## src/rlsb_defs.svh

```systemverilog
// Offsets, field positions, commands and reset values of the remote/local status block
`ifndef RLSB_DEFS_SVH
`define RLSB_DEFS_SVH

// Register indices; byte address is four times the index
`define RLSB_IDX_INT_TWO 8'h04
`define RLSB_IDX_AUX_CMD 8'h0A
`define RLSB_IDX_CHG_STATUS 8'h10
`define RLSB_ADDR_INT_TWO 8'h10
`define RLSB_ADDR_AUX_CMD 8'h28
`define RLSB_ADDR_CHG_STATUS 8'h40

// Field positions in status, mask and configuration
`define RLSB_BIT_LOCKOUT 5
`define RLSB_BIT_HOST_CTRL 4
`define RLSB_BIT_LOCKOUT_CHG 2
`define RLSB_BIT_HOST_CTRL_CHG 1
`define RLSB_BIT_RTL 0
`define RLSB_BIT_CLR_SELECT 0

// Auxiliary command codes
`define RLSB_CMD_PULSE_RTL 8'h05
`define RLSB_CMD_RTL 8'h0D
`define RLSB_CMD_CLR_LOCKOUT_CHG 8'h59
`define RLSB_CMD_CLR_HOST_CTRL_CHG 8'h5A
`define RLSB_CFG_I_PREFIX 4'hE

// Reset values
`define RLSB_RST_MASK_TWO 8'h00
`define RLSB_RST_CFG_I 8'hE0
`define RLSB_RST_DATA 32'h0000_0000

`endif

```

## src/rlsb_pkg.sv

```systemverilog
// Types shared by the remote/local status block
package rlsb_pkg;

  // Remote/local interface function states
  typedef enum logic [1:0] {
    RLSB_LOCAL,
    RLSB_REMOTE,
    RLSB_LOCAL_LOCKOUT,
    RLSB_REMOTE_LOCKOUT
  } rlsb_state_e;

  typedef logic [7:0] rlsb_byte_t;

endpackage

```

## src/rlsb_rl_fsm.sv

```systemverilog
// Remote/local state machine with registered lockout and remote state bits
`timescale 1ns/10ps
module rlsb_rl_fsm
  import rlsb_pkg::*;
(
  input wire logic clk,
  input wire logic nrst,
  input wire logic ren,
  input wire logic listen_addressed,
  input wire logic my_listen_addr,
  input wire logic llo_cmd,
  input wire logic gtl_cmd,
  input wire logic rtl,
  output logic lockout_q,
  output logic remote_q,
  output rlsb_state_e state_q
);

  rlsb_state_e state_d;
  logic gtl_here;

  // Go to local only counts while listen addressed
  assign gtl_here = gtl_cmd & listen_addressed;

  // Transition logic; loss of remote enable wins from every state
  always_comb begin
    state_d = state_q;
    unique case (state_q)
      RLSB_LOCAL: begin
        if (llo_cmd) begin
          state_d = RLSB_LOCAL_LOCKOUT;
        end else if (my_listen_addr && !rtl) begin
          state_d = RLSB_REMOTE;
        end
      end
      RLSB_REMOTE: begin
        if (llo_cmd) begin
          state_d = RLSB_REMOTE_LOCKOUT;
        end else if (gtl_here || rtl) begin
          state_d = RLSB_LOCAL;
        end
      end
      RLSB_LOCAL_LOCKOUT: begin
        // Lockout lets addressing pull remote even with rtl set
        if (my_listen_addr) begin
          state_d = RLSB_REMOTE_LOCKOUT;
        end
      end
      RLSB_REMOTE_LOCKOUT: begin
        if (gtl_here) begin
          state_d = RLSB_LOCAL_LOCKOUT;
        end
      end
    endcase
    if (!ren) begin
      state_d = RLSB_LOCAL;
    end
  end

  // State and decoded bits all come from flops
  always_ff @(posedge clk) begin
    if (!nrst) begin
      state_q <= RLSB_LOCAL;
      lockout_q <= 1'b0;
      remote_q <= 1'b0;
    end else begin
      state_q <= state_d;
      lockout_q <= (state_d == RLSB_LOCAL_LOCKOUT) || (state_d == RLSB_REMOTE_LOCKOUT);
      remote_q <= (state_d == RLSB_REMOTE) || (state_d == RLSB_REMOTE_LOCKOUT);
    end
  end

endmodule // rlsb_rl_fsm

```

## src/rlsb_top.sv

```systemverilog
// Remote/local status block: APB registers, change flags, rtl message and interrupt
`timescale 1ns/10ps
`include "rlsb_defs.svh"
module rlsb_top
  import rlsb_pkg::*;
(
  input wire logic CLK,
  input wire logic NRST,
  input wire logic PSEL,
  input wire logic PENABLE,
  input wire logic PWRITE,
  input wire logic [7:0] PADDR,
  input wire logic [31:0] PWDATA,
  input wire logic [3:0] PSTRB,
  output logic [31:0] PRDATA,
  output logic PREADY,
  output logic PSLVERR,
  input wire logic REN_N,
  input wire logic LISTEN_ADDRESSED,
  input wire logic MY_LISTEN_ADDR,
  input wire logic LOCAL_LOCKOUT_CMD,
  input wire logic GO_TO_LOCAL_CMD,
  output logic LOCKOUT_FLAG,
  output logic HOST_CONTROLLED_FLAG,
  output logic RTL_ACTIVE,
  output logic IRQ
);

  // Remote enable pin synchroniser, three stages
  logic ren_s1_q;
  logic ren_s2_q;
  logic ren_s3_q;
  logic ren_q;

  // Bus handshake state
  logic pready_q;
  logic pslverr_q;
  logic [31:0] prdata_q;

  // Reset image of the configuration byte; the select bit is taken from it
  localparam rlsb_byte_t cfg_i_rst = `RLSB_RST_CFG_I;

  // Software visible state
  rlsb_byte_t mask_two_q;
  logic clr_select_q;
  logic lockout_chg_q;
  logic lockout_chg_d;
  logic host_ctrl_chg_q;
  logic host_ctrl_chg_d;
  logic rtl_hold_q;
  logic rtl_pulse_q;
  logic lockout_prev_q;
  logic host_ctrl_prev_q;
  logic irq_q;

  // State machine outputs and its rtl input
  logic lockout;
  logic host_ctrl;
  logic rtl;

  // Decode wires
  logic setup;
  logic access;
  logic wr_en;
  logic rd_en;
  logic hit_int_two;
  logic hit_aux;
  logic hit_chg;
  logic mapped;
  rlsb_byte_t wbyte;
  logic aux_wr;
  logic cfg_wr;
  logic cmd_pulse_rtl;
  logic cmd_rtl;
  logic cmd_clr_lockout;
  logic cmd_clr_host_ctrl;
  logic status_rd_clr;
  logic w1c_wr;
  logic lockout_set;
  logic host_ctrl_set;
  logic lockout_clr;
  logic host_ctrl_clr;
  rlsb_byte_t status_two;
  rlsb_byte_t chg_status;
  logic [31:0] rdata_mux;
  logic [31:0] rdata_next;
  logic ren_agree;
  logic mask_wr;
  logic rtl_pulse_d;
  logic rtl_hold_d;
  logic irq_d;

  // Second and third stages must agree; a one-clock glitch on the cable never gets through
  assign ren_agree = ~(ren_s2_q ^ ren_s3_q);

  // First stage is read only by the second; stages two and three vote
  always_ff @(posedge CLK) begin
    if (!NRST) begin
      ren_s1_q <= 1'b1;
      ren_s2_q <= 1'b1;
      ren_s3_q <= 1'b1;
      ren_q <= 1'b0;
    end else begin
      ren_s1_q <= REN_N;
      ren_s2_q <= ren_s1_q;
      ren_s3_q <= ren_s2_q;
      if (ren_agree) begin
        ren_q <= ~ren_s3_q;
      end
    end
  end

  // The rtl local message is the held level or the single pulse
  assign rtl = rtl_hold_q | rtl_pulse_q;

  // Remote/local interface function
  // State code left open; only the two decoded bits leave the block
  rlsb_rl_fsm u_fsm (
    .clk(CLK),
    .nrst(NRST),
    .ren(ren_q),
    .listen_addressed(LISTEN_ADDRESSED),
    .my_listen_addr(MY_LISTEN_ADDR),
    .llo_cmd(LOCAL_LOCKOUT_CMD),
    .gtl_cmd(GO_TO_LOCAL_CMD),
    .rtl(rtl),
    .lockout_q(lockout),
    .remote_q(host_ctrl),
    .state_q()
  );

  // APB phase decode; the slave never waits, so access ends in one cycle
  // Only PSTRB[0] qualifies a write, since every register is one byte wide
  assign setup = PSEL & ~PENABLE;
  assign access = PSEL & PENABLE & pready_q;
  assign wr_en = access & PWRITE & PSTRB[0] & ~pslverr_q;
  assign rd_en = access & ~PWRITE & ~pslverr_q;

  // Address decode; only the three word addresses answer
  assign hit_int_two = (PADDR == `RLSB_ADDR_INT_TWO);
  assign hit_aux = (PADDR == `RLSB_ADDR_AUX_CMD);
  assign hit_chg = (PADDR == `RLSB_ADDR_CHG_STATUS);
  assign mapped = hit_int_two | hit_aux | hit_chg;
  assign wbyte = PWDATA[7:0];

  // Auxiliary port: the 0xEx pattern loads configuration, anything else is a command
  assign aux_wr = wr_en & hit_aux;
  assign cfg_wr = aux_wr & (wbyte[7:4] == `RLSB_CFG_I_PREFIX);
  assign cmd_pulse_rtl = aux_wr & (wbyte == `RLSB_CMD_PULSE_RTL);
  assign cmd_rtl = aux_wr & (wbyte == `RLSB_CMD_RTL);
  assign cmd_clr_lockout = aux_wr & (wbyte == `RLSB_CMD_CLR_LOCKOUT_CHG) & clr_select_q;
  assign cmd_clr_host_ctrl = aux_wr & (wbyte == `RLSB_CMD_CLR_HOST_CTRL_CHG) & clr_select_q;

  // Read of status clears only what that read reported, so nothing is lost
  assign status_rd_clr = rd_en & hit_int_two & ~clr_select_q;
  assign w1c_wr = wr_en & hit_chg;
  assign mask_wr = wr_en & hit_int_two;

  // Change detection against last cycle's state bits
  // References reset to the state bits' reset values, so reset shows no false change
  assign lockout_set = lockout ^ lockout_prev_q;
  assign host_ctrl_set = host_ctrl ^ host_ctrl_prev_q;

  // Clear sources for each change flag
  assign lockout_clr = cmd_clr_lockout
    | (status_rd_clr & prdata_q[`RLSB_BIT_LOCKOUT_CHG])
    | (w1c_wr & wbyte[`RLSB_BIT_LOCKOUT_CHG]);
  assign host_ctrl_clr = cmd_clr_host_ctrl
    | (status_rd_clr & prdata_q[`RLSB_BIT_HOST_CTRL_CHG])
    | (w1c_wr & wbyte[`RLSB_BIT_HOST_CTRL_CHG]);

  // A change in the clearing cycle keeps the flag set
  assign lockout_chg_d = lockout_set | (lockout_chg_q & ~lockout_clr);
  assign host_ctrl_chg_d = host_ctrl_set | (host_ctrl_chg_q & ~host_ctrl_clr);

  // Status register image: state bits and change flags, rest reads zero
  always_comb begin
    status_two = 8'h00;
    status_two[`RLSB_BIT_LOCKOUT] = lockout;
    status_two[`RLSB_BIT_HOST_CTRL] = host_ctrl;
    status_two[`RLSB_BIT_LOCKOUT_CHG] = lockout_chg_q;
    status_two[`RLSB_BIT_HOST_CTRL_CHG] = host_ctrl_chg_q;
  end

  // Write-one-to-clear image of the flags plus the rtl level
  always_comb begin
    chg_status = 8'h00;
    chg_status[`RLSB_BIT_LOCKOUT_CHG] = lockout_chg_q;
    chg_status[`RLSB_BIT_HOST_CTRL_CHG] = host_ctrl_chg_q;
    chg_status[`RLSB_BIT_RTL] = rtl;
  end

  // Read mux; command port reads as zero
  assign rdata_mux = hit_int_two ? {24'h00_0000, status_two} :
                     hit_chg ? {24'h00_0000, chg_status} :
                     `RLSB_RST_DATA;

  // Writes and unmapped reads capture zero, so no stale status leaks onto the bus
  assign rdata_next = (PWRITE || !mapped) ? `RLSB_RST_DATA : rdata_mux;

  // Answer registered in setup so outputs come straight from flops
  // PREADY rises in the access cycle only: zero wait states
  always_ff @(posedge CLK) begin
    if (!NRST) begin
      pready_q <= 1'b0;
      pslverr_q <= 1'b0;
      prdata_q <= `RLSB_RST_DATA;
    end else begin
      pready_q <= setup;
      pslverr_q <= setup & ~mapped;
      if (setup) begin
        prdata_q <= rdata_next;
      end
    end
  end

  // Mask and status clear select; no enable bit ever stops the state machine
  // All eight mask bits are stored; only bits 2 and 1 gate the interrupt
  always_ff @(posedge CLK) begin
    if (!NRST) begin
      mask_two_q <= `RLSB_RST_MASK_TWO;
      clr_select_q <= cfg_i_rst[`RLSB_BIT_CLR_SELECT];
    end else begin
      if (mask_wr) begin
        mask_two_q <= wbyte;
      end
      if (cfg_wr) begin
        clr_select_q <= wbyte[`RLSB_BIT_CLR_SELECT];
      end
    end
  end

  // Pulse refused while rtl already stands; the pulse command also drops the hold
  // The two commands are different bytes, so they never meet in one write
  assign rtl_pulse_d = cmd_pulse_rtl & ~rtl;
  assign rtl_hold_d = cmd_rtl | (rtl_hold_q & ~cmd_pulse_rtl);

  // Return to local: held by one command, one-cycle pulse and release by the other
  always_ff @(posedge CLK) begin
    if (!NRST) begin
      rtl_hold_q <= 1'b0;
      rtl_pulse_q <= 1'b0;
    end else begin
      rtl_pulse_q <= rtl_pulse_d;
      rtl_hold_q <= rtl_hold_d;
    end
  end

  // Change flags and their previous-state references
  always_ff @(posedge CLK) begin
    if (!NRST) begin
      lockout_prev_q <= 1'b0;
      host_ctrl_prev_q <= 1'b0;
      lockout_chg_q <= 1'b0;
      host_ctrl_chg_q <= 1'b0;
    end else begin
      lockout_prev_q <= lockout;
      host_ctrl_prev_q <= host_ctrl;
      lockout_chg_q <= lockout_chg_d;
      host_ctrl_chg_q <= host_ctrl_chg_d;
    end
  end

  // Next flag values feed the level, so the interrupt rises with its flag
  assign irq_d = (lockout_chg_d & mask_two_q[`RLSB_BIT_LOCKOUT_CHG])
    | (host_ctrl_chg_d & mask_two_q[`RLSB_BIT_HOST_CTRL_CHG]);

  // Level interrupt from flags gated by their enables
  always_ff @(posedge CLK) begin
    if (!NRST) begin
      irq_q <= 1'b0;
    end else begin
      irq_q <= irq_d;
    end
  end

  // The APB response, status flags and interrupt leave the block; no instrument bus line is driven
  // PRDATA holds between transfers; only PREADY marks the cycle it is valid
  assign PRDATA = prdata_q;
  assign PREADY = pready_q;
  assign PSLVERR = pslverr_q;
  assign LOCKOUT_FLAG = lockout;
  assign HOST_CONTROLLED_FLAG = host_ctrl;
  assign RTL_ACTIVE = rtl_hold_q;
  assign IRQ = irq_q;

endmodule // rlsb_top

```

## config.mk

```make
export PLATFORM = sky130hd
export DESIGN_NAME = rlsb_top
export DESIGN_NICKNAME = d
export VERILOG_FILES = /design/src/rlsb_pkg.sv /design/src/rlsb_rl_fsm.sv /design/src/rlsb_top.sv
export VERILOG_INCLUDE_DIRS = /design/src
export SDC_FILE = /design/constraint.sdc
export NUM_CORES = 1
export LEC_CHECK = 0
export BUFFER_PORTS_ARGS = -buffer_cell sky130_fd_sc_hd__buf_2
export CORE_MARGIN = 3
export CORE_UTILIZATION = 45
export CTS_BUF_LIST = sky130_fd_sc_hd__clkbuf_2
export CTS_CLUSTER_SIZE = 12
export DETAILED_ROUTE_END_ITERATION = 12
export GPL_ROUTABILITY_DRIVEN = 0
export MAX_ROUTING_LAYER = met4
export PLACE_DENSITY = 0.86
export SYNTH_ARGS = -nofsm -noshare
export SYNTH_HDL_FRONTEND = slang
export SYNTH_HIERARCHICAL = 1
export SYNTH_SLANG_ARGS = --single-unit
```

## constraint.sdc

```tcl
create_clock -name CLK -period 4.35 [get_ports CLK]
set_input_delay 0.87 -clock CLK [delete_from_list [all_inputs] [get_ports CLK]]
set_output_delay 0.87 -clock CLK [all_outputs]
set_load 0.005 [all_outputs]
```

# == Word level (Yosys, flattened, before mapping) ==
# Index checks and enable logic that the tools add are counted.
# op_classes
eq_ne,14
mux,11
bitwise_logic,56
reduce_logical,8
# op_table
cell,n
1-bit bitwise AND,32
"8-bit by 7-bit == test with 1-bit output, second input constant",3
2-bit 2-to-1 mux,7
6-bit 2-to-1 mux,2
1-bit bitwise OR,11
1-bit NOT,10
"2-bit == test, second input constant",4
"8-bit by 3-bit == test with 1-bit output, second input constant",1
"8-bit by 4-bit == test with 1-bit output, second input constant",1
"8-bit by 5-bit == test with 1-bit output, second input constant",1
"8-bit by 6-bit == test with 1-bit output, second input constant",1
2-bit case mux with 4 select lines,1
"2-bit by 1-bit == test with 1-bit output, second input constant",2
"4-bit == test, second input constant",1
1-bit logical OR,4
3-bit 2-to-1 mux,1
1-bit bitwise XOR,3
1-bit zero test,2
2-bit zero test,1
1-bit logical AND,1
# totals
regBits,53
in_bits,54
elab_cells,108

# == Longest topological paths before layout ==
# logic_depth
ltp_word,15
ltp_mapped,5
ltp_nobuf,5

# == Modules after synthesis ==
# The synthesis kept the hierarchy.
# by_module_without_submodules
module,instances,cells_per_inst,area_per_inst_um2,seq_area_each_um2
rlsb_top,1,138,1223.7,420.4
rlsb_rl_fsm,1,15,122.6,60.1

# == Least setup slack after synthesis ==
# Ideal clock, no wire load.
# synth_timing
path_type,in2reg
from,input port PADDR[1]
to,"register prdata_q[1], in the netlist PRDATA[1]"
setup_ps,70
arrival_ps,2195
t_required_ps,4280
setup_slack_ps,2085
path_stages,5
path_buffers,0
path_cell_list,or4_4 -> or4_4 -> nor2_2 -> nand3_1 -> a21boi_1
# synth_between
elab_chain_len,6
# synth_rtl
item,line_no,text
start: declaration,rlsb_top.sv:12,"input wire logic [7:0] PADDR,"
8-bit by 5-bit == test with 1-bit output (no source line) or 8-bit by 6-bit == test with 1-bit output (tied branches),--,
1-bit bitwise OR (2 in a row),rlsb_top.sv:143,assign mapped = hit_int_two | hit_aux | hit_chg;
1-bit zero test,rlsb_top.sv:199,assign rdata_next = (PWRITE || !mapped) ? `RLSB_RST_DATA : rdata_mux;
1-bit logical OR,rlsb_top.sv:199,
6-bit 2-to-1 mux *,rlsb_top.sv:199,
end signal: assignment,rlsb_top.sv:207,prdata_q <= `RLSB_RST_DATA;
end signal: assignment,rlsb_top.sv:212,prdata_q <= rdata_next;
end: declaration,rlsb_top.sv:38,logic [31:0] prdata_q;
# Every way passes the cells marked *; elsewhere a longest branch is shown, timed or not.
# A chain may end at the register's enable or synchronous reset.

# == Worst setup path after layout ==
# layout_timing
from,input port PADDR[4]
to,"register irq_q, in the netlist IRQ"
# layout_between
elab_chain_len,11
# layout_rtl
item,line_no,text
8-bit by 6-bit == test with 1-bit output (no source line) or 8-bit by 5-bit == test with 1-bit output (tied branches),--,
1-bit bitwise AND (on tied branches),"rlsb_top.sv:147, rlsb_top.sv:155",
1-bit bitwise AND (on tied branches),"rlsb_top.sv:151, rlsb_top.sv:152, rlsb_top.sv:155",
1-bit bitwise AND (on tied branches),--,
1-bit bitwise OR (on tied branches) (2 in a row),"rlsb_top.sv:165, rlsb_top.sv:168",
1-bit NOT (on tied branches),"rlsb_top.sv:173, rlsb_top.sv:174",
1-bit bitwise AND (on tied branches),"rlsb_top.sv:173, rlsb_top.sv:174",
1-bit bitwise OR (on tied branches),"rlsb_top.sv:173, rlsb_top.sv:174",
1-bit bitwise AND (on tied branches),"rlsb_top.sv:265, rlsb_top.sv:266",
1-bit bitwise OR *,rlsb_top.sv:265,assign irq_d = (lockout_chg_d & mask_two_q[`RLSB_BIT_LOCKOUT_CHG])
end signal: assignment,rlsb_top.sv:273,irq_q <= irq_d;
end: declaration,rlsb_top.sv:54,logic irq_q;
# Marked as above.

==> results.toml <==
[synthesis]
syn_inst = 152
synth_warnings = 6
synth_area_per_cell_um2 = 8.81
netlist_area_um2 = 1340

[detailed_routing]
wl_per_cell_um = 11.3
drc = 0
vias = 1119
firstDrtPassIters = 5
ant_nets = 0
drtIter0Drc = 24
viasPerCell = 5.06
finalWirelength_um = 2500

[timing]
rsz0062_at_grt = "false"
fin_crit_sh_pct = 48.9
period_needed_ns = 2.13
setup_viol = 0
hold_violations = 0
clock_skew_ns = 0.00644
drv_slew = 0
tns_ns = 0
max_freq_mhz = 470

[setup_path]
required_ns = 4.60
endpoint_kind = "register"
critical-path-max-stage-delay_ns = 0.41
rr_worst_depth = 5
reg2reg_from = "PSLVERR"
endpoint = "IRQ"
crit_path_max_fanout = 4
slowest_stage = "o31ai_1"
arrival_ns = 2.38
start_kind = "input pin"
crit_start = "PADDR[4]"
worstPathCellList = "buf_2 -> nor4bb_1 -> nand4_1 -> o31ai_1 -> nor3b_1 -> o31a_1"
reg2reg_to = "IRQ"
critPathKind = "in -> reg"
ff2ff_setup_slack_ns = 2.62

[pwr]
ir_worst_vdd_mv = 0.226
p_per_area_nw_per_um2 = 272
power.total_uw = 406
leakagePower_nw = 0.678

[layout]
final_common_cell = "buf_2"
drive_above_1_share_pct = 24.7
area_growth_pct = 11.7
largest_register_ffs = 5
final_cell_mix = "buf_2 (37), conb_1 (27), dfxtp_1 (24)"
nFillCells = 264
final_nets = 245
fin_area_um2 = 1500
finish.utilization_pct = 53.3
instances_no_fill = 221
diodes = 0

[status]
outcome = "finished clean"

[flow_run]
maxCapViolCount = 0

[die]
die_h_um = 60.5
start_util_pct = 47.7
dieArea_um2 = 3670
die_x_um = 60.5
ios = 92
rows = 19
core_area_um2 = 2810

[grt]
antenna_found_initial = 0
grt_usage_pct = 14.3
grt_pass1_wl_um = 3880
grt_pass1_vias = 923
overflow = 0
grt_max_degree = 22

[cts]
cts_resized = 0
path_clk_slew_ns = 0.21
postCtsHoldBufs = 0
numCtsBuffers = 3
clockBufferDepth = 2
cts_max_level = 1
post_cts_buffers = 0
root_buffer = "clkbuf_2"
cts.sinks = 24
clkLatencyLatePin_ns = 0.33
cts_tree = "built"

[worst_hold_path]
hold_path.class = "reg -> reg"
min_from = "ren_s1_q"

[placement]
portBuffers = 37
dpl_cell_area_um2 = 1450
hpwl_um = 2020
dp.cells = 217
[layout make-up]
type	instances	area (um^2)	area share (%)
inverter	4	15.0	1.00
tap	31	38.8	2.59
sequential	24	480	32.1
clock inverter	1	30.0	2.01
timing repair buffer	37	185	12.4
multi-input combinational	121	731	48.9
clock buffer	3	15.0	1.00
[power breakdown]
| part | leakage, nW | internal, mW | switching (mW) |
|---|---|---|---|
| sequential | 0.194 | 0.222 | 0.000736 |
| clock | 0.0266 | 0.0793 | 0.0640 |
| combinational | 0.457 | 0.0167 | 0.0234 |
| total | 0.678 | 0.318 | 0.0882 |
[how the worst min path moves through the flow]
stage	endpoint	slack [ns]	cells after the start
global placement	ren_s2_q	0.39	1
global route	ren_s2_q	0.47	1
detailed placement	ren_s2_q	0.40	1
CTS	ren_s2_q	0.45	1
finish	ren_s2_q	0.44	1
floorplan	ren_s2_q	0.39	1
[worst max-delay path: cells and delay by family]
family | cells | cell delay [ns]
buf+inv | 1 | 0.12
compound gates | 2 | 0.66
simple gates | 3 | 0.73
[per-layer routing]
layer / routed length, um / vias to the layer above / GRT usage [%]
met2: 1180 / 64 / 23.5
li1: - / 549 / -
met1: 1050 / 500 / 17.1
met3: 244 / 6 / 4.47
met5: 0 / - / -
met4: 26 / 0 / 3.72
[through the flow]
stage | hold WS [ns] | worst slack [ns]
global placement | 0.388 | 1.85
CTS | 0.446 | 2.24
global route | 0.472 | 2.09
detailed placement | 0.398 | 1.84
floorplan | 0.386 | 2.08
finish | 0.438 | 2.22
Note: power is estimated with default switching activity, not from simulation.
